File: src/common/thermal_pkg.sv
// Purpose: shared constants for the thermal limit alert target
// Assumes: 10 MHz core clock, register pointer selects one byte register
// Notes:   offsets are command byte values on the serial bus
package thermal_pkg;
  // timing
  localparam int CORE_HZ     = 10_000_000;
  localparam int ROUND_MS    = 190;
  localparam int NUM_CH      = 5;
  localparam int SLOT_CYC    = ROUND_MS * (CORE_HZ / 1000) / NUM_CH;
  localparam int TIMEOUT_MS  = 35;
  localparam int TIMEOUT_CYC = TIMEOUT_MS * (CORE_HZ / 1000);
  localparam logic [1:0] QUEUE_LEN = 2'h3;
  // command byte offsets
  localparam logic [7:0] PTR_RST     = 8'h00;
  localparam logic [7:0] OFS_LOC_ALT = 8'h00;
  localparam logic [7:0] OFS_CSTAT   = 8'h02;
  localparam logic [7:0] OFS_CFG     = 8'h03;
  localparam logic [7:0] OFS_RATE    = 8'h04;
  localparam logic [7:0] OFS_CHEN    = 8'h05;
  localparam logic [7:0] OFS_STAT1   = 8'h07;
  localparam logic [7:0] OFS_STAT2   = 8'h08;
  localparam logic [7:0] OFS_STAT3   = 8'h09;
  localparam logic [7:0] OFS_STAT4   = 8'h0a;
  localparam logic [7:0] OFS_SHOT    = 8'h0f;
  localparam logic [7:0] OFS_HYST    = 8'h48;
  localparam logic [4:0][7:0] OFS_MSB_S = {8'h14, 8'h13, 8'h12, 8'h11, 8'h10};
  localparam logic [4:0][7:0] OFS_LSB_S = {8'h24, 8'h23, 8'h22, 8'h21, 8'h20};
  localparam logic [4:0][7:0] OFS_MSB_U = {8'h1c, 8'h1b, 8'h1a, 8'h19, 8'hff};
  localparam logic [4:0][7:0] OFS_LSB_U = {8'h2c, 8'h2b, 8'h2a, 8'h29, 8'hff};
  localparam logic [2:0][7:0] OFS_MASK  = {8'h0e, 8'h0d, 8'h0c};
  // limits: local, first, first, remote three, remote four, second, second
  localparam logic [6:0][7:0] OFS_LIM = {8'h46, 8'h45, 8'h44, 8'h43, 8'h42, 8'h41, 8'h40};
  localparam logic [6:0][7:0] LIM_RST = {8'h55, 8'h55, 8'h55, 8'h55, 8'h6e, 8'h6e, 8'h55};
  // reset values
  localparam logic [7:0] CFG_RST  = 8'h03;
  localparam logic [7:0] RATE_RST = 8'h02;
  localparam logic [7:0] CHEN_RST = 8'h1f;
  localparam logic [7:0] HYST_RST = 8'h0a;
  localparam logic [7:0] MASK_RST = 8'h00;
  // field positions
  localparam int CFG_STBY_BIT = 6;
  localparam int CFG_R3QE_BIT = 0;
  localparam int CFG_R4QE_BIT = 1;
  localparam int CSTAT_BUSY_BIT = 7;
  // reading reported for a faulty remote diode (-128.000 signed)
  localparam logic [10:0] FAULT_TEMP = 11'h400;
endpackage

File: src/hdl/pin_sync.sv
// Purpose: two-flop synchroniser with edge pulses for a bus pin
// Assumes: pin level is asynchronous to the core clock
// Notes:   first flop feeds only the second
module pin_sync (
  // clock and reset
  input  wire logic i_core_clk,
  input  wire logic i_sys_rst,
  // pin and sampled view
  input  wire logic i_pin,
  output logic      o_level,
  output logic      o_rise,
  output logic      o_fall
);
  typedef struct packed {
    logic s1;
    logic s2;
    logic s3;
  } sync_t;
  sync_t sync_reg;
  sync_t sync_next;

  // shift chain; idle bus level is high
  always_comb
  begin
    sync_next = '{s1: i_pin, s2: sync_reg.s1, s3: sync_reg.s2};
  end

  always_ff @(posedge i_core_clk)
  begin
    if (i_sys_rst)
      sync_reg <= '{s1: 1'b1, s2: 1'b1, s3: 1'b1};
    else
      sync_reg <= sync_next;
  end

  assign o_level = sync_reg.s2;
  assign o_rise  = sync_reg.s2 & ~sync_reg.s3;
  assign o_fall  = ~sync_reg.s2 & sync_reg.s3;
endmodule

File: src/hdl/channel_compare.sv
// Purpose: one limit comparison with hysteresis and optional fault queue
// Assumes: i_update pulses once per finished conversion of the channel
// Notes:   limits and hysteresis in whole degrees, reading in eighths
module channel_compare (
  // clock and reset
  input  wire logic        i_core_clk,
  input  wire logic        i_sys_rst,
  // channel control
  input  wire logic        i_enable,
  input  wire logic        i_queue_en,
  input  wire logic        i_update,
  // operands
  input  wire logic [10:0] i_temp,
  input  wire logic [7:0]  i_limit,
  input  wire logic [7:0]  i_hyst,
  // result
  output logic             o_over
);
  import thermal_pkg::*;

  typedef struct packed {
    logic       flag;
    logic [1:0] cnt;
  } cmp_t;
  cmp_t cmp_reg;
  cmp_t cmp_next;

  logic signed [12:0] temp_x;
  logic signed [12:0] lim_x;
  logic signed [12:0] rel_x;
  logic               over;
  logic               under;

  // widened so limit minus hysteresis cannot wrap
  assign temp_x = {{2{i_temp[10]}}, i_temp};
  assign lim_x  = {{2{i_limit[7]}}, i_limit, 3'h0};
  assign rel_x  = lim_x - $signed({2'h0, i_hyst, 3'h0});
  assign over   = temp_x > lim_x;
  assign under  = temp_x < rel_x;

  always_comb
  begin
    cmp_next = cmp_reg;
    if (!i_enable)
    begin
      cmp_next = '0;
    end
    else if (i_update)
    begin
      if ((!cmp_reg.flag && over) || (cmp_reg.flag && under))
      begin
        // queue needs three agreeing conversions in a row
        if (!i_queue_en || cmp_reg.cnt == QUEUE_LEN - 2'h1)
        begin
          cmp_next.flag = ~cmp_reg.flag;
          cmp_next.cnt  = 2'h0;
        end
        else
          cmp_next.cnt = cmp_reg.cnt + 2'h1;
      end
      else
        cmp_next.cnt = 2'h0; // a single miss restarts the queue
    end
  end

  always_ff @(posedge i_core_clk)
  begin
    if (i_sys_rst)
      cmp_reg <= '0;
    else
      cmp_reg <= cmp_next;
  end

  assign o_over = cmp_reg.flag;
endmodule

File: src/hdl/thermal_limit_alert_smbus_target.sv
// Purpose: thermal limit compare, alert outputs and serial bus target
// Assumes: front end converts one channel per o_conv_start on this clock
// Notes:   pointer does not auto-increment; repeated reads return one register
// Overview of operation
// - three alert outputs are open-drain, active low, only ever pulled low.
// - enabled local reading compared with its limit, reset 85 degrees, into status.
// - remote one and two each compare against first (110) and second (85) limits.
// - remote three and four compare against one limit, reset 85 degrees.
// - alert one uses first limits, alerts two and three the second limits.
// - an over-limit result drives an alert only when its mask bit is clear.
// - comparison outcomes are readable in status registers two to four.
// - flag sets above limit, clears only below limit minus shared hysteresis or when its channel is disabled.
// - diode fault forces reading to -128 signed or 0 unsigned, sets fault bits.
// - pointer resets to 00, local temperature, and holds until next command byte.
// - a write is address byte, command byte, then exactly one data byte.
// - with pointer already set, host reads using only the address byte.
// - other register: address, command, repeated start, address with read bit.
// - bytes shift out msb first; ack or nack accepted after last byte, nack ends read.
// - a full round with all five channels enabled takes about 190 ms; each disabled channel shortens it by one slot.
// - high byte read freezes matching low byte until that low byte is read.
// - serial machine returns to idle when clock or data stays low over 35 ms.
// - a start condition anywhere abandons the transfer and awaits an address.
// - one-shot write in standby runs one round; data discarded, reads zero.
// - one-shot round converts each enabled channel once, then alerts follow.
// - the command byte after the address loads the 8-bit pointer.
// - remote three and four with queue on need three agreeing conversions.
module thermal_limit_alert_smbus_target #(
  parameter logic [6:0] TARGET_ADDR = 7'h2a, // arbitrary bus address
  parameter int         SLOT_CYCLES = thermal_pkg::SLOT_CYC,
  parameter int         TMO_CYCLES  = thermal_pkg::TIMEOUT_CYC
) (
  // clock and reset
  input  wire logic        i_core_clk,
  input  wire logic        i_sys_rst,
  // serial bus pins
  input  wire logic        i_smb_clk,
  input  wire logic        i_smb_dat,
  output logic             o_smb_dat_oe,
  // alert pins, pulled low while enable is high
  output logic             o_alert_out_one_oe,
  output logic             o_alert_out_two_oe,
  output logic             o_alert_out_three_oe,
  // converter front end
  output logic             o_conv_start,
  output logic [2:0]       o_conv_chan,
  input  wire logic        i_conv_done,
  input  wire logic [10:0] i_conv_temp,
  input  wire logic [1:0]  i_conv_fault
);
  import thermal_pkg::*;

  typedef enum logic [3:0] {
    BUS_IDLE, BUS_ADDR, BUS_ADDR_ACK, BUS_CMD, BUS_CMD_ACK,
    BUS_WDATA, BUS_WDATA_ACK, BUS_RDATA, BUS_RACK, BUS_IGNORE
  } bus_state_t;

  typedef enum logic [1:0] {SEQ_IDLE, SEQ_NEXT, SEQ_WAIT, SEQ_HOLD} seq_state_t;

  typedef struct packed {
    bus_state_t       bus;
    logic [3:0]       bits;
    logic [7:0]       sh;
    logic             rw;
    logic             oe;
    logic [19:0]      tmo;
    logic [7:0]       ptr;
    logic [7:0]       cfg;
    logic [7:0]       rate;
    logic [7:0]       chen;
    logic [7:0]       hyst;
    logic [2:0][7:0]  mask;
    logic [6:0][7:0]  lim;
    logic [4:0][10:0] temp;
    logic [4:0][10:0] snap;
    logic [4:0]       lock;
    logic [3:0][1:0]  fault;
    seq_state_t       seq;
    logic [2:0]       ch;
    logic [19:0]      slot;
    logic             shot;
    logic             conv_start;
    logic [2:0]       conv_ch;
    logic [4:0]       upd;
    logic [2:0]       alert;
  } state_t;

  localparam logic [19:0] SLOT_LAST = 20'(SLOT_CYCLES - 1);
  localparam logic [19:0] TMO_LAST  = 20'(TMO_CYCLES);

  state_t     st_reg;
  state_t     st_next;
  logic       scl;
  logic       scl_rise;
  logic       scl_fall;
  logic       sda;
  logic       sda_rise;
  logic       sda_fall;
  logic [6:0] over;
  logic [4:0] stat_first;
  logic [4:0] stat_second;

  // unsigned view clamps negative readings to zero
  function automatic logic [10:0] to_unsigned(input logic [10:0] t);
    return t[10] ? 11'h000 : t;
  endfunction

  function automatic logic [7:0] read_reg(input state_t s, input logic [7:0] p,
                                          input logic [4:0] s1, input logic [4:0] s2);
    logic [7:0]  rd;
    logic [10:0] low;
    logic [10:0] hi_u;
    logic [10:0] lo_u;
    rd = 8'h00; // one-shot and unmapped read zero
    for (int c = 0; c < 5; c++)
    begin
      low  = s.lock[c] ? s.snap[c] : s.temp[c];
      hi_u = to_unsigned(s.temp[c]);
      lo_u = to_unsigned(low);
      if (p == OFS_MSB_S[c] || (c == 0 && p == OFS_LOC_ALT))
        rd = s.temp[c][10:3];
      if (p == OFS_LSB_S[c])
        rd = {low[2:0], 5'h00};
      if (c > 0 && p == OFS_MSB_U[c])
        rd = hi_u[10:3];
      if (c > 0 && p == OFS_LSB_U[c])
        rd = {lo_u[2:0], 5'h00};
    end
    for (int m = 0; m < 3; m++)
      if (p == OFS_MASK[m])
        rd = s.mask[m];
    for (int l = 0; l < 7; l++)
      if (p == OFS_LIM[l])
        rd = s.lim[l];
    if (p == OFS_CSTAT)
      rd = {s.seq != SEQ_IDLE, 3'h0, |s.fault[3], |s.fault[2], |s.fault[1], |s.fault[0]};
    else if (p == OFS_STAT1)
      rd = {s.fault[3], s.fault[2], s.fault[1], s.fault[0]};
    else if (p == OFS_STAT2)
      rd = {3'h0, s1};
    else if (p == OFS_STAT3 || p == OFS_STAT4)
      rd = {3'h0, s2};
    else if (p == OFS_CFG)
      rd = s.cfg;
    else if (p == OFS_RATE)
      rd = s.rate;
    else if (p == OFS_CHEN)
      rd = s.chen;
    else if (p == OFS_HYST)
      rd = s.hyst;
    return rd;
  endfunction

  // both bus lines sampled through two flops
  pin_sync u_scl_sync (
    .i_core_clk (i_core_clk),
    .i_sys_rst  (i_sys_rst),
    .i_pin      (i_smb_clk),
    .o_level    (scl),
    .o_rise     (scl_rise),
    .o_fall     (scl_fall)
  );

  pin_sync u_sda_sync (
    .i_core_clk (i_core_clk),
    .i_sys_rst  (i_sys_rst),
    .i_pin      (i_smb_dat),
    .o_level    (sda),
    .o_rise     (sda_rise),
    .o_fall     (sda_fall)
  );

  // seven comparisons: local, ..on first limits, on second
  for (genvar i = 0; i < 7; i++)
  begin : g_cmp
    localparam int CH = (i < 5) ? i : i - 4;
    channel_compare u_cmp (
      .i_core_clk (i_core_clk),
      .i_sys_rst  (i_sys_rst),
      .i_enable   (st_reg.chen[CH]),
      .i_queue_en ((CH == 3 && st_reg.cfg[CFG_R3QE_BIT]) ||
                   (CH == 4 && st_reg.cfg[CFG_R4QE_BIT])),
      .i_update   (st_reg.upd[CH]),
      .i_temp     (st_reg.temp[CH]),
      .i_limit    (st_reg.lim[i]),
      .i_hyst     (st_reg.hyst),
      .o_over     (over[i])
    );
  end

  // status layout: bit0 local, bits1..4 remote one..four
  assign stat_first  = over[4:0];
  assign stat_second = {over[4], over[3], over[6], over[5], over[0]};

  always_comb
  begin
    logic       do_load;
    logic       do_wr;
    logic [7:0] rd;
    do_load = 1'b0;
    do_wr   = 1'b0;
    rd      = 8'h00;
    st_next = st_reg;
    st_next.conv_start = 1'b0;
    st_next.upd        = 5'h00;

    // bus timeout counts while either line is low
    if (!scl || !sda)
      st_next.tmo = (st_reg.tmo > TMO_LAST) ? st_reg.tmo : st_reg.tmo + 20'h1;
    else
      st_next.tmo = 20'h0;

    if (st_reg.tmo > TMO_LAST)
    begin
      st_next.bus = BUS_IDLE;
      st_next.oe  = 1'b0;
    end
    else if (sda_fall && scl)
    begin
      st_next.bus  = BUS_ADDR;
      st_next.bits = 4'h0;
      st_next.oe   = 1'b0;
    end
    else if (sda_rise && scl)
    begin
      st_next.bus = BUS_IDLE;
      st_next.oe  = 1'b0;
    end
    else if (scl_rise)
    begin
      case (st_reg.bus)
        BUS_ADDR, BUS_CMD, BUS_WDATA:
        begin
          st_next.sh   = {st_reg.sh[6:0], sda};
          st_next.bits = st_reg.bits + 4'h1;
        end
        BUS_RACK:
          if (sda)
            st_next.bus = BUS_IGNORE;
        default:
          st_next.bus = st_reg.bus;
      endcase
    end
    else if (scl_fall)
    begin
      case (st_reg.bus)
        BUS_ADDR:
          if (st_reg.bits == 4'h8)
          begin
            if (st_reg.sh[7:1] == TARGET_ADDR)
            begin
              st_next.rw  = st_reg.sh[0];
              st_next.oe  = 1'b1;
              st_next.bus = BUS_ADDR_ACK;
            end
            else
              st_next.bus = BUS_IGNORE;
          end
        BUS_CMD:
          if (st_reg.bits == 4'h8)
          begin
            st_next.ptr = st_reg.sh;
            st_next.oe  = 1'b1;
            st_next.bus = BUS_CMD_ACK;
          end
        BUS_WDATA:
          if (st_reg.bits == 4'h8)
          begin
            do_wr       = 1'b1;
            st_next.oe  = 1'b1;
            st_next.bus = BUS_WDATA_ACK;
          end
        BUS_ADDR_ACK:
        begin
          st_next.oe   = 1'b0;
          st_next.bits = 4'h0;
          if (st_reg.rw)
            do_load = 1'b1;
          else
            st_next.bus = BUS_CMD;
        end
        BUS_CMD_ACK:
        begin
          st_next.oe   = 1'b0;
          st_next.bits = 4'h0;
          st_next.bus  = BUS_WDATA;
        end
        BUS_WDATA_ACK:
        begin
          st_next.oe  = 1'b0;
          st_next.bus = BUS_IGNORE;
        end
        BUS_RDATA:
          if (st_reg.bits == 4'h8)
          begin
            st_next.oe  = 1'b0;
            st_next.bus = BUS_RACK;
          end
          else
          begin
            st_next.sh   = {st_reg.sh[6:0], 1'b0};
            st_next.oe   = ~st_reg.sh[6];
            st_next.bits = st_reg.bits + 4'h1;
          end
        BUS_RACK:
          do_load = 1'b1; // host acked, send the byte again
        default:
          st_next.bus = st_reg.bus;
      endcase
    end

    // byte load for a read, with low-byte freeze side effects
    if (do_load)
    begin
      rd = read_reg(st_reg, st_reg.ptr, stat_first, stat_second);
      st_next.sh   = rd;
      st_next.oe   = ~rd[7];
      st_next.bits = 4'h1;
      st_next.bus  = BUS_RDATA;
      for (int c = 0; c < 5; c++)
      begin
        if (st_reg.ptr == OFS_MSB_S[c] || (c > 0 && st_reg.ptr == OFS_MSB_U[c]) ||
            (c == 0 && st_reg.ptr == OFS_LOC_ALT))
        begin
          st_next.snap[c] = st_reg.temp[c];
          st_next.lock[c] = 1'b1;
        end
        if (st_reg.ptr == OFS_LSB_S[c] || (c > 0 && st_reg.ptr == OFS_LSB_U[c]))
          st_next.lock[c] = 1'b0;
      end
    end

    // register write decode; read-only offsets fall through untouched
    if (do_wr)
    begin
      if (st_reg.ptr == OFS_CFG)
        st_next.cfg = st_reg.sh;
      else if (st_reg.ptr == OFS_RATE)
        st_next.rate = st_reg.sh;
      else if (st_reg.ptr == OFS_CHEN)
        st_next.chen = {3'h0, st_reg.sh[4:0]};
      else if (st_reg.ptr == OFS_HYST)
        st_next.hyst = st_reg.sh;
      else if (st_reg.ptr == OFS_SHOT)
        st_next.shot = st_reg.cfg[CFG_STBY_BIT];
      for (int m = 0; m < 3; m++)
        if (st_reg.ptr == OFS_MASK[m])
          st_next.mask[m] = st_reg.sh;
      for (int l = 0; l < 7; l++)
        if (st_reg.ptr == OFS_LIM[l])
          st_next.lim[l] = st_reg.sh;
    end

    // conversion sequencer: fixed slot per enabled channel
    case (st_reg.seq)
      SEQ_IDLE:
        if (!st_reg.cfg[CFG_STBY_BIT] || st_reg.shot)
        begin
          // a shot written in this very cycle survives, so set wins over consume
          st_next.shot = do_wr && st_reg.ptr == OFS_SHOT && st_reg.cfg[CFG_STBY_BIT];
          st_next.ch   = 3'h0;
          st_next.seq  = SEQ_NEXT;
        end
      SEQ_NEXT:
        if (st_reg.ch == 3'(NUM_CH))
          st_next.seq = SEQ_IDLE;
        else if (st_reg.chen[st_reg.ch])
        begin
          st_next.conv_start = 1'b1;
          st_next.conv_ch    = st_reg.ch;
          st_next.slot       = 20'h0;
          st_next.seq        = SEQ_WAIT;
        end
        else
          st_next.ch = st_reg.ch + 3'h1;
      SEQ_WAIT:
      begin
        st_next.slot = st_reg.slot + 20'h1;
        if (i_conv_done)
        begin
          st_next.temp[st_reg.ch] = i_conv_temp;
          if (st_reg.ch != 3'h0)
          begin
            st_next.fault[st_reg.ch - 3'h1] = i_conv_fault;
            if (|i_conv_fault)
              st_next.temp[st_reg.ch] = FAULT_TEMP;
          end
          st_next.upd[st_reg.ch] = 1'b1;
          st_next.seq = SEQ_HOLD;
        end
      end
      SEQ_HOLD:
      begin
        st_next.slot = st_reg.slot + 20'h1;
        if (st_reg.slot >= SLOT_LAST)
        begin
          st_next.ch  = st_reg.ch + 3'h1;
          st_next.seq = SEQ_NEXT;
        end
      end
      default:
        st_next.seq = SEQ_IDLE;
    endcase

    // alert pins follow unmasked flags
    st_next.alert[0] = |(stat_first & ~st_reg.mask[0][4:0]);
    st_next.alert[1] = |(stat_second & ~st_reg.mask[1][4:0]);
    st_next.alert[2] = |(stat_second & ~st_reg.mask[2][4:0]);
  end

  always_ff @(posedge i_core_clk)
  begin
    if (i_sys_rst)
    begin
      st_reg      <= '0;
      st_reg.bus  <= BUS_IDLE;
      st_reg.seq  <= SEQ_IDLE;
      st_reg.ptr  <= PTR_RST;
      st_reg.cfg  <= CFG_RST;
      st_reg.rate <= RATE_RST;
      st_reg.chen <= CHEN_RST;
      st_reg.hyst <= HYST_RST;
      st_reg.mask <= {3{MASK_RST}};
      st_reg.lim  <= LIM_RST;
    end
    else
      st_reg <= st_next;
  end

  // open-drain pins: enable high means pulling the line low
  assign o_smb_dat_oe         = st_reg.oe;
  assign o_alert_out_one_oe   = st_reg.alert[0];
  assign o_alert_out_two_oe   = st_reg.alert[1];
  assign o_alert_out_three_oe = st_reg.alert[2];
  assign o_conv_start         = st_reg.conv_start;
  assign o_conv_chan          = st_reg.conv_ch;
endmodule

File: config.mk
export PLATFORM = sky130hd
export DESIGN_NAME = thermal_limit_alert_smbus_target
export DESIGN_NICKNAME = d
export VERILOG_FILES = /design/src/common/thermal_pkg.sv /design/src/hdl/pin_sync.sv /design/src/hdl/channel_compare.sv /design/src/hdl/thermal_limit_alert_smbus_target.sv
export SDC_FILE = /design/constraint.sdc
export NUM_CORES = 1
export LEC_CHECK = 0
export ABC_AREA = 1
export BUFFER_PORTS_ARGS = -buffer_cell sky130_fd_sc_hd__buf_4
export CAP_MARGIN = 10
export CELL_PAD_IN_SITES_DETAIL_PLACEMENT = 0
export CELL_PAD_IN_SITES_GLOBAL_PLACEMENT = 1
export CORE_MARGIN = 1
export CORE_UTILIZATION = 35
export DETAILED_ROUTE_END_ITERATION = 6
export PLACE_DENSITY = 0.69
export SLEW_MARGIN = 20
export SYNTH_ARGS = -nofsm -noshare
export SYNTH_HDL_FRONTEND = slang
export SYNTH_HIERARCHICAL = 1
export SYNTH_SLANG_ARGS = --single-unit
export TNS_END_PERCENT = 1
File: constraint.sdc
create_clock -name i_core_clk -period 5.48 [get_ports i_core_clk]
set_clock_uncertainty 0.15 [all_clocks]
set_input_delay 0.548 -clock i_core_clk [delete_from_list [all_inputs] [get_ports i_core_clk]]
set_output_delay 0.548 -clock i_core_clk [all_outputs]
set_load 0.02 [all_outputs]
=== After elaboration in Yosys (flattened, before gate mapping) ===
Cells that the tools add are included.

* Memories: 0
* Memory bits (read-only): 0
* Latch bits: 0
* Output and inout bits: 8
* Logic and storage cells: 530
* Bits in registers: 325
* Memory bits (writable): 0

* Reduce and logical (&&, ||, !) cells: 148
* Multipliers: 0
* $lt $le $gt $ge: 20
* Div/mod/pow operators: 0
* $add $sub $neg: 14
* Shift-type cells: 0
* Multiplexer cells: 149
* Bitwise operators: 43
* Equal/unequal tests: 91

{| class="wikitable"
|+ Operators by type and width
! cell !! number
|-
| 2-to-1 mux 8 bit || 38
|-
| 2-to-1 mux 55 bit || 2
|-
| less-than comparator 11 x 13 -> 1 bit || 7
|-
| subtractor 11 x 12 -> 13 bit || 7
|-
| > comparator 11 bit || 7
|-
| equality test 8 x 5 -> 1 bit, second input constant || 9
|-
| equality test 8 x 6 -> 1 bit, second input constant || 9
|-
| equality test 8 x 7 -> 1 bit, second input constant || 8
|-
| 2-to-1 mux 16 bit || 4
|-
| equality test 8 x 4 -> 1 bit, second input constant || 7
|-
| bitwise mux 55 bit || 1
|-
| 2-to-1 mux 11 bit || 5
|-
| AND reduction 2 bit || 27
|-
| bitwise AND 50 bit || 1
|-
| inverter 50 bit || 1
|-
| != test 6 bit, second input constant || 7
|-
| adder 20 x 1 -> 20 bit, second input constant || 2
|-
| 2-to-1 mux 1 bit || 40
|-
| 2-to-1 mux 10 bit || 4
|-
| one-hot mux 20 bit (2 select lines) || 1
|-
| 2-to-1 mux 4 bit || 9
|-
| != test 7 bit, second input constant || 5
|-
| demux 11 bit (select 3 bit) || 1
|-
| inverter 1 bit || 30
|-
| 76 further kinds || 233
|}

=== Depth between registers and ports, before layout ===
Gate-level depths: netlist of the first run.

* Word-level depth: 41
* Mapped depth: 28
* Gate-level depth less buffers: 28

=== Cells and area by module ===
The synthesis of the first run kept the hierarchy.

{| class="wikitable"
|+ Modules (own cells, without submodules)
! module !! sequential area each (um^2) !! area an instance (um^2) !! cells an instance !! times used
|-
| thermal_limit_alert_smbus_target || 5,605.4 || 13,634.3 || 1,980 || 1
|-
| channel_compare || 60.1 || 1,026.0 || 165 || 7
|-
| pin_sync || 60.1 || 97.6 || 13 || 2
|}

=== Least setup slack after synthesis of the first run ===
OpenSTA, ideal clock, no wires.

* Path type: register -> register
* From: reg st_reg[241] (netlist bit)
* To: reg g_cmp[6].u_cmp.cmp_reg (netlist bit g_cmp[6].u_cmp/o_over)
* Setup slack: 2.505 ns
* Path buffers: 0
* Cell stages (with the launch flop): 24
* Arrival time: 2.709 ns
* Library setup time: 0.117 ns
* Clock period less this slack: 2.975 ns
* Cells stage by stage: dfxtp_1 -> ha_1 -> inv_1 -> fa_1 -> nand3_1 -> nand2_1 -> nand2_1 -> nand2_1 -> a21oi_2 -> nor2_1 -> o21bai_2 -> nand2_1 -> nand2_1 -> nand2_1 -> ha_1 -> nand2_1 -> nor2_1 -> nand3_1 -> nand4_1 -> nand3_1 -> nand2_1 -> nand4_1 -> nand2_1 -> nor2_1

* Word-level cells in the longest chain between the ends: 5

{| class="wikitable"
|+ RTL lines
! item !! RTL line !! text
|-
| start: declaration || thermal_limit_alert_smbus_target.sv:90 || <nowiki>state_t st_reg;</nowiki>
|-
| start signal: assignment || thermal_limit_alert_smbus_target.sv:426 || <nowiki>st_reg <= st_next;</nowiki>
|-
| subtractor 11 x 12 -> 13 bit || channel_compare.sv:37 || <nowiki>assign rel_x = lim_x - $signed({2'h0, i_hyst, 3'h0});</nowiki>
|-
| less-than comparator 11 x 13 -> 1 bit || channel_compare.sv:39 || <nowiki>assign under = temp_x < rel_x;</nowiki>
|-
| logical AND 1 bit || channel_compare.sv:50 || <nowiki>if ((!cmp_reg.flag && over) || (cmp_reg.flag && under))</nowiki>
|-
| logical OR 1 bit || channel_compare.sv:50 ||
|-
| AND reduction 2 bit (no source line) || - ||
|-
| end signal: assignment || channel_compare.sv:71 || <nowiki>cmp_reg <= cmp_next;</nowiki>
|-
| end: declaration || channel_compare.sv:25 || <nowiki>cmp_t cmp_reg;</nowiki>
|}

Every way passes these cells.
A chain may end at the register's enable or synchronous reset.

=== Worst setup path after layout of the first run ===
* From: reg st_reg[281] (netlist bit)
* To: reg st_reg[303] (netlist bit)

* Word-level cells in the longest chain between the ends: 4
* Elaborated cells between the ends (all ways): 11
* Those cells by class: 1 x order compare; 5 x eq/ne; 2 x mux; 3 x reduce/logical

{| class="wikitable"
|+ RTL lines
! item !! RTL line !! text
|-
| > comparator 20 x 19 -> 1 bit * || thermal_limit_alert_smbus_target.sv:212 || <nowiki>if (st_reg.tmo > TMO_LAST)</nowiki>
|-
| 2-to-1 mux 1 bit || thermal_limit_alert_smbus_target.sv:212 ||
|-
| != test 3 x 1 -> 1 bit (no source line), or another cell as far along || - ||
|-
| AND reduction 7 bit (no source line) || - ||
|}

Every way passes the cells marked *; elsewhere a longest branch is shown, timed or not.

==> run summary, run 1 <==
Number of violations of the max-capacitance limit: 0. The routed layout has 20700 vias. The endpoint identified for the worst register-to-register timing path is st_reg[303]. The category of the worst setup path launch point was a flop. The flow ran to the end, but the final reports show violations. Worst min-delay path startpoint: i_smb_dat. The count of buffers inserted at the top-level ports is 25. The smallest clock period supported by the final layout is computed as 4.03 ns. The post-route setup TNS is 0 ns, and the summed instance area of the synthesized netlist is 21000 um2.

Measured against the total synthesized area, the mux share comes to 0%. The synthesized netlist devotes 1.67% of its cell area to XOR and XNOR gates. The depth of the worst register-to-register path is 13. The run gives 0 as the final-report setup violation count. The total count of max-transition violations in the final report was 0; the layout overhead on the synthesized area was 11.3%. Cells with a size suffix above 1 make up 5.66% of the layout. The clock-pin slew on the worst setup and hold paths was 0.05 ns; the number of setup buffers added after CTS was 0. The H-tree generated during clock tree synthesis spans 2 levels.

Setup repair after global routing left no endpoint under its margin. The total overflow left after global routing is 0. The transition time of the tightest slew-check pin came out at 1.08 ns. The number of enable flip-flop cells after synthesis was 0. The worst setup path is captured at a flop.

The number of flip-flops in the largest register works out to 272. The average via count per standard cell is 5.19. Detailed placement ended at an HPWL of 57000 um. The run gives 3986 as the number of non-filler instances in the completed layout.

The average routed wire per standard cell was 18.9 um; the mean instance size in the synthesized netlist was 6.65 um2. The initial antenna violation count came out at 2. The root buffer cell chosen for the clock tree is sky130_fd_sc_hd__clkbuf_16. Summing the areas of all and, or, nand and nor instances in the mapped netlist gives 25.9% of the synthesized area. The effective utilization at floorplan was 35.5%. TritonCTS built the clock tree.

The count of nets left with antenna violations once routing finished came out at 0. Count of inserted antenna diode cells: 0. By area, the combinational part of the netlist is dominated by simple AND/OR/NAND/NOR gates. The category of the most critical setup path is flop to flop. The leakage power was 10.7 nW. Summing the areas of all compound-gate instances in the mapped netlist gives 19.4% of the synthesized area. For this run, the post-layout net count is 3411. The checks that failed: design-rule violations. The number of global-route vias before repair was 19400.

The tools report the overall routing resource usage as 24.7%. The startpoint of the worst-slack reg-to-reg timing path was st_reg[281]. In the synthesized netlist the async set-or-reset flop fraction comes to 0%.

The cell count after placement was 3910. The number of cells on the worst hold path works out to 3. The prevailing post-synth register cell is sky130_fd_sc_hd__dfxtp_1. The first global-routing pass estimated 115000 um of wire.

The worst-case IR drop observed on VDD is 210 uV. For this design the ratio of total power to cell area is 248 nW/um2. The number of DRC violations after detailed routing was 6.

Adder-cell share of the synthesized area: 12.9%. After clock tree synthesis, the flow added hold-fix buffers numbering 0. For the sequential area share after synthesis, the log shows 29.3%. The worst path arrival time is 4.33 ns, and the first-pass iteration count of the detailed router is 7. Path category of the worst min-delay check: input port to flop. The total clock sinks was 307. From bottom edge to top edge, the die measures 247 um. Entering global routing, the biggest net connects 116 pins. The starting DRC count in detailed routing is 1413. The maximum clock rate was 0.248 GHz; the number of top-level pins was 26. For hold timing, the worst endpoint is u_sda_sync/sync_next[1]. Synthesis inferred 307 register bits.

The clock passes through at most 3 buffers. The die covers 61000 um2. The aggregate routed wire length is 75500 um. The initialized floorplan defines 89 standard-cell rows. The tools report the worst slew margin relative to its limit as 27.9%. In this run the horizontal extent of the chip is 247 um. The later pin in the worst-skew pair is clocked with a latency of 0.58 ns.

After synthesis, the netlist uses 55 different library cells. The number of hold violations in the final report was 0; the share of the clock period used by the worst path after layout was 73.5%. The run gives 5.79 ns as the required time of the critical path. Synthesis produced 3161 cells. Across all register-to-register paths, the minimum setup slack is 1.45 ns.

After filler insertion, the fill cell instance count of the layout stands at 6322. Routability-driven placement finished with a final weighted congestion of 0.953. The total area inside the core boundary comes to 59100 um2. The biggest fanout along the worst timing path was 22.

Once the clock tree was built, the resizer swapped 0 gates to a different size. The logs give 41 for the CTS buffer count and 6 for the number of synthesis warnings.
==> cells by family (layout without fill, tap and decap cells) <==
logic type	count (synthesis)	count (layout)
buf+inv	600	648
other cells	1	5
fa+ha+maj	213	213
xor+xnor	40	40
compound gates	723	723
simple gates	1277	1277
flops	307	307
==> synth_stat cells, types with 23 or more instances <==
cell	number	area share, %
sky130_fd_sc_hd__inv_1	520	9.3
sky130_fd_sc_hd__ha_1	206	12
sky130_fd_sc_hd__dfxtp_1	307	29
sky130_fd_sc_hd__nand2_1	691	12
sky130_fd_sc_hd__a21oi_1	329	7.8
sky130_fd_sc_hd__nor2_1	289	5.2
sky130_fd_sc_hd__o21ai_0	233	5.5
sky130_fd_sc_hd__nand4_1	54	1.6
sky130_fd_sc_hd__clkbuf_1	53	0.95
sky130_fd_sc_hd__nand3_1	144	3.4
sky130_fd_sc_hd__nor3_1	33	0.79
sky130_fd_sc_hd__o211ai_1	40	1.4
sky130_fd_sc_hd__xnor2_1	23	0.96
==> final cells by class <==
class,count,area (um2),share of cell area (%)
clock buffers,58,1180,5.05
clock inverters,18,183,0.781
inverters,537,2020,8.64
multi-input cells,2258,12600,53.9
flip-flops and latches,307,6150,26.3
well taps,773,967,4.14
repair buffers,35,275,1.18
==> routing by layer <==
metal / up-vias / part of all wire [%] / track usage [%]
li1: 10400 / - / -
met1: 9616 / 47 / 33.5
met2: 537 / 45 / 41.1
met3: 112 / 4.6 / 2.17
met4: 0 / 3.1 / 7.99
met5: - / 0 / 0
==> critical path, cell delays in order, from the launching register on <==
cell,delay (ns)
sky130_fd_sc_hd__dfxtp_1,0.32
sky130_fd_sc_hd__inv_1,0.10
sky130_fd_sc_hd__ha_1,0.16
sky130_fd_sc_hd__nand3_1,0.09
sky130_fd_sc_hd__nor4_1,0.26
sky130_fd_sc_hd__nand4_1,0.15
sky130_fd_sc_hd__nand2_2,0.21
sky130_fd_sc_hd__nand2_1,0.44
sky130_fd_sc_hd__inv_2,0.68
sky130_fd_sc_hd__a21oi_1,0.08
sky130_fd_sc_hd__nor3_1,0.55
sky130_fd_sc_hd__inv_1,0.36
sky130_fd_sc_hd__a21oi_1,0.25
sky130_fd_sc_hd__a21oi_1,0.09
==> power breakdown <==
group | switching [mW] | internal, mW
registers | 0.0722 | 2.28
clock network | 1.12 | 1.61
logic | 0.503 | 0.214
==> stage by stage <==
stage,hold WS [ns],power [mW],worst slack (ns),utilization (%),instance area (um2)
4_1_cts,0.00691,5.87,1.51,39.5,23400
5_1_grt,0.0193,6.04,1.10,39.5,23400
6_report,0.0189,5.80,1.45,39.5,23400
2_1_floorplan,0.237,2.85,2.50,-,21000
3_5_place_dp,0.253,3.11,1.57,37.2,22000
3_3_place_gp,0.251,3.10,1.68,37.2,22000
==> layout by cell type, fill, tap and decap left out, drive strengths merged, types with 19 or more instances in the layout <==
cell type / n
nand2: 694
inv: 532
a21oi: 343
dfxtp: 307
nor2: 302
o21ai: 238
ha: 206
nand3: 150
clkbuf: 58
nand4: 54
o211ai: 40
nor3: 38
buf: 35
xnor2: 23
a211oi: 21
clkinv: 19
==> worst max path at each step <==
stage | depth (start not counted) | slack (ns) | endpoint | start
finish | 13 | 1.45 | st_reg[303] | st_reg[281]
global placement | 14 | 1.68 | st_reg[304] | st_reg[281]
CTS | 14 | 1.51 | st_reg[310] | st_reg[281]
global route | 16 | 1.10 | st_reg[310] | st_reg[316]
floorplan | 23 | 2.50 | g_cmp[6].u_cmp/o_over | st_reg[241]
detailed placement | 14 | 1.57 | st_reg[310] | st_reg[281]
Note: power is estimated with default switching activity, not from simulation.
==> run 2: changes to the inputs <==
Clock period 5.48 ns to 3.9 ns, I/O delays scaled along.
==> run 2 against run 1 <==
Effect of this change: the run still ends with design-rule violations left; via count up 1.0%; first-iteration DRC count up 3.2%; non-clock buffer count increased by 60; maximum frequency increased by 13%; total power up 47%; clock-buffer cell count unchanged; sequential cell count unchanged; sequential share of layout area decreased by 0.63 points; clock power up 53%; sequential power grew 40%; critical path type unchanged.
==> run summary, run 2 (synthesis results as in run 1) <==
The category of the worst setup path launch point was a flop. The required time of the critical path is 4.25 ns (-1.54 ns), and the number of violations of the max-capacitance limit is 0 (unchanged). The internal reg-to-reg setup slack is 0.34 ns (-1.11 ns). The most numerous cell on the critical path is sky130_fd_sc_hd__inv_1. For the maximum root-to-sink buffer count, the log shows 3 (unchanged). The final antenna-violating net count was 0 (unchanged); the number of hold violations in the final report was 0 (unchanged).

Total core area: 59100 um2 (unchanged). The first-pass iteration count of the detailed router is 7 (unchanged). The top cell types in the final layout, fill and taps aside, are sky130_fd_sc_hd__nand2_1, sky130_fd_sc_hd__inv_1, sky130_fd_sc_hd__a21oi_1, sky130_fd_sc_hd__dfxtp_1, sky130_fd_sc_hd__nor2_1. The biggest fanout along the worst timing path was 11 (-50%); the worst path arrival time was 3.91 ns (-0.42 ns).

The slowest stage of the critical path is the sky130_fd_sc_hd__nor2_1 cell. The run gives 6150 um2 (about the same) as the area used by sequential logic in the layout. The critical path goes through inv_1 > ha_1 > nand3_1 > nor4_1 > nand4_1 > nand2_2 > inv_2 > nor2_4 > inv_2 > nor2_1 > inv_1 > nor2_4 > inv_1 > nor2_1 > buf_4 > o21ai_0 > a21oi_1.

The maximum clock rate came out at 0.281 GHz (+13%). The final net count came out at 3471 (+1.8%). The HPWL reported at the end of detailed placement is 58600 um (+2.7%). The tools report the total number of vias as 20900 (+1.0%). STA classifies the critical path endpoint as a flop.

The final weighted congestion of routability-driven global placement was 0.959 (+0.60%); the height of the die was 247 um (unchanged). Clock tree synthesis selected as its root buffer the cell sky130_fd_sc_hd__clkbuf_16. The logs give 0 (unchanged) for the count of inserted antenna diode cells and 24000 um2 (+2.5%) for the cell area after layout. The total chip power is 8.51 mW (+47%). The tools report the starting DRC count in detailed routing as 1458 (+3.2%). The average via count per standard cell is 5.17 (-0.35%). Number of top-level pins: 26 (unchanged).

Number of DRC violations after detailed routing: 6 (unchanged). The checks that failed: design-rule violations. For the number of setup buffers added after CTS, the log shows 0 (unchanged). The worst register-to-register path begins at st_reg[281]. The commonest non-fill, non-tap cell in the layout is sky130_fd_sc_hd__nand2_1.

The total count of max-transition violations in the final report is 0 (unchanged). The share of the clock period used by the worst path after layout is 91.2% (+18 points). The initial antenna violation count is 0 (-2).

The clock-pin slew on the worst setup and hold paths is 0.06 ns (about the same), and the CTS buffer count is 41 (unchanged). The count of buffers inserted at the top-level ports is 25 (unchanged), and the power density over the cells is 355 nW/um2 (+43%). The number of global-route vias before repair was 19600 (+1.5%); the layout overhead on the synthesized area was 14.0%. The startpoint identified for the worst hold timing path is i_sys_rst. The clock period minus final worst setup slack is 3.56 ns (-0.471 ns).

The min-delay analysis places its worst path in the category input port to flop. The transition time of the tightest slew-check pin is 0.908 ns (-0.172 ns), and the average routed wire per standard cell is 18.8 um (-0.71%). The insertion delay of the later-clocked pin in the worst-skew pair was 0.57 ns (about the same); the number of cells on the worst hold path was 2 (-1).

The worst slew margin relative to its limit was 39.0% (+11 points); the overall routing resource usage was 25.0% (+0.27 points). The run gives 116000 um (+0.82%) as the wire length of the first global-routing pass. The logs give 4041 (+1.4%) for the number of non-filler instances in the completed layout and 89 (unchanged) for the site row count. The end-of-flow core utilization is 40.5% (+0.99 points).

The die footprint was 61000 um2 (unchanged). The effective utilization at floorplan is 35.5% (unchanged), and the depth of the worst register-to-register path is 17 (+4). The width of the chip is 247 um (unchanged). Total global routing overflow: 0 (unchanged). The run finished, with violations left.

Setup repair after global routing left no endpoint under its margin. The area of the multi-input gates came out at 12600 um2 (about the same). The largest stage delay on the critical path was 0.39 ns (-0.29 ns); the aggregate routed wire length was 76000 um (+0.66%). The category of the most critical setup path was flop to flop.

The cell count after placement is 3966 (+1.4%). The post-route setup TNS was 0 ns (unchanged). The path with the worst hold slack has its endpoint at o_conv_start.

The leakage power is 11.1 nW (+3.2%), and the fraction of final layout cells sized beyond drive strength 1 is 7.04% (+1.4 points). TritonCTS built the clock tree. The run gives 86 (-26%) as the maximum number of pins on one net before global-route repair. For the total cell area at the placement stage, the log shows 22500 um2 (+2.0%).

The run gives 6276 (-0.73%) as the number of inserted filler cells in the final layout. The critical register-to-register path endpoint is st_reg[162]. The total clock sinks is 307 (unchanged). The level count of the clock H-tree is 2 (unchanged). The number of flip-flops in the largest register was 272 (unchanged). The final-report setup violation count is 0 (unchanged), and the maximum resistive drop on vdd is 300 uV (+43%).
==> run 2: changes by cell type in the layout (fill, tap and decap cells not counted), sizes merged <==
cell         previous run  this run
buf                    35        91
clkinv                 19        12
bufinv                  2         9
dlygate4sd3             0         4
inv                   532       529
clkinvlp                2         0
==> run 2: metrics by stage <==
stage / worst slack, ns / hold WS [ns]
after detailed placement: 0.173 / 0.258
after global placement: 0.252 / 0.254
final: 0.342 / 0.128
after global routing: 0.0490 / 0.100
after CTS: 0.134 / 0.0960
after floorplan: 0.925 / 0.237
==> run 2: routing by layer <==
layer | wire length, um | up-vias | global-route usage, %
li1 | - | 10500 | -
met4 | 2610 | 0 | 8.82
met1 | 35100 | 9706 | 33.4
met3 | 4110 | 118 | 3.18
met5 | 0 | - | 0
met2 | 34200 | 545 | 41.1
==> run 2: area by class of cell <==
type | count | share of cell area, %
inverters | 537 | 8.43
clock inverters | 13 | 1.27
multi-input cells | 2258 | 52.6
flip-flops and latches | 307 | 25.7
well taps | 773 | 4.04
repair buffers | 95 | 3.17
clock buffers | 58 | 4.85
==> run 2: worst max-delay path by stage <==
stage	startpoint	endpoint	depth (start not counted)
final	st_reg[281]	st_reg[162]	17
after CTS	st_reg[242]	g_cmp[1].u_cmp/o_over	22
after floorplan	st_reg[241]	g_cmp[6].u_cmp/o_over	23
after global routing	st_reg[281]	st_reg[166]	17
after global placement	st_reg[242]	g_cmp[5].u_cmp/o_over	22
after detailed placement	st_reg[242]	g_cmp[1].u_cmp/o_over	22
==> run 2: worst max-delay path: cells and delay by family (launching register included) <==
kind	cells	cell delay, ns
and+or+nand+nor	8	1.64
buffers and inverters	6	0.99
DFF	1	0.32
AOI/OAI and AO/OA	2	0.23
adders and majority gates	1	0.17
==> run 2: what timing repair did <==
action | in CTS | in global routing
resized for setup | 0 | 2
hold endpoints to repair | 8 | 0
setup endpoints to repair | 0 | 11
hold buffers | 4 | 0
==> run 2: report_power, final <==
group	switching, mW	internal [mW]
Clock	1.50	2.66
Combinational	0.730	0.312
Sequential	0.0954	3.20
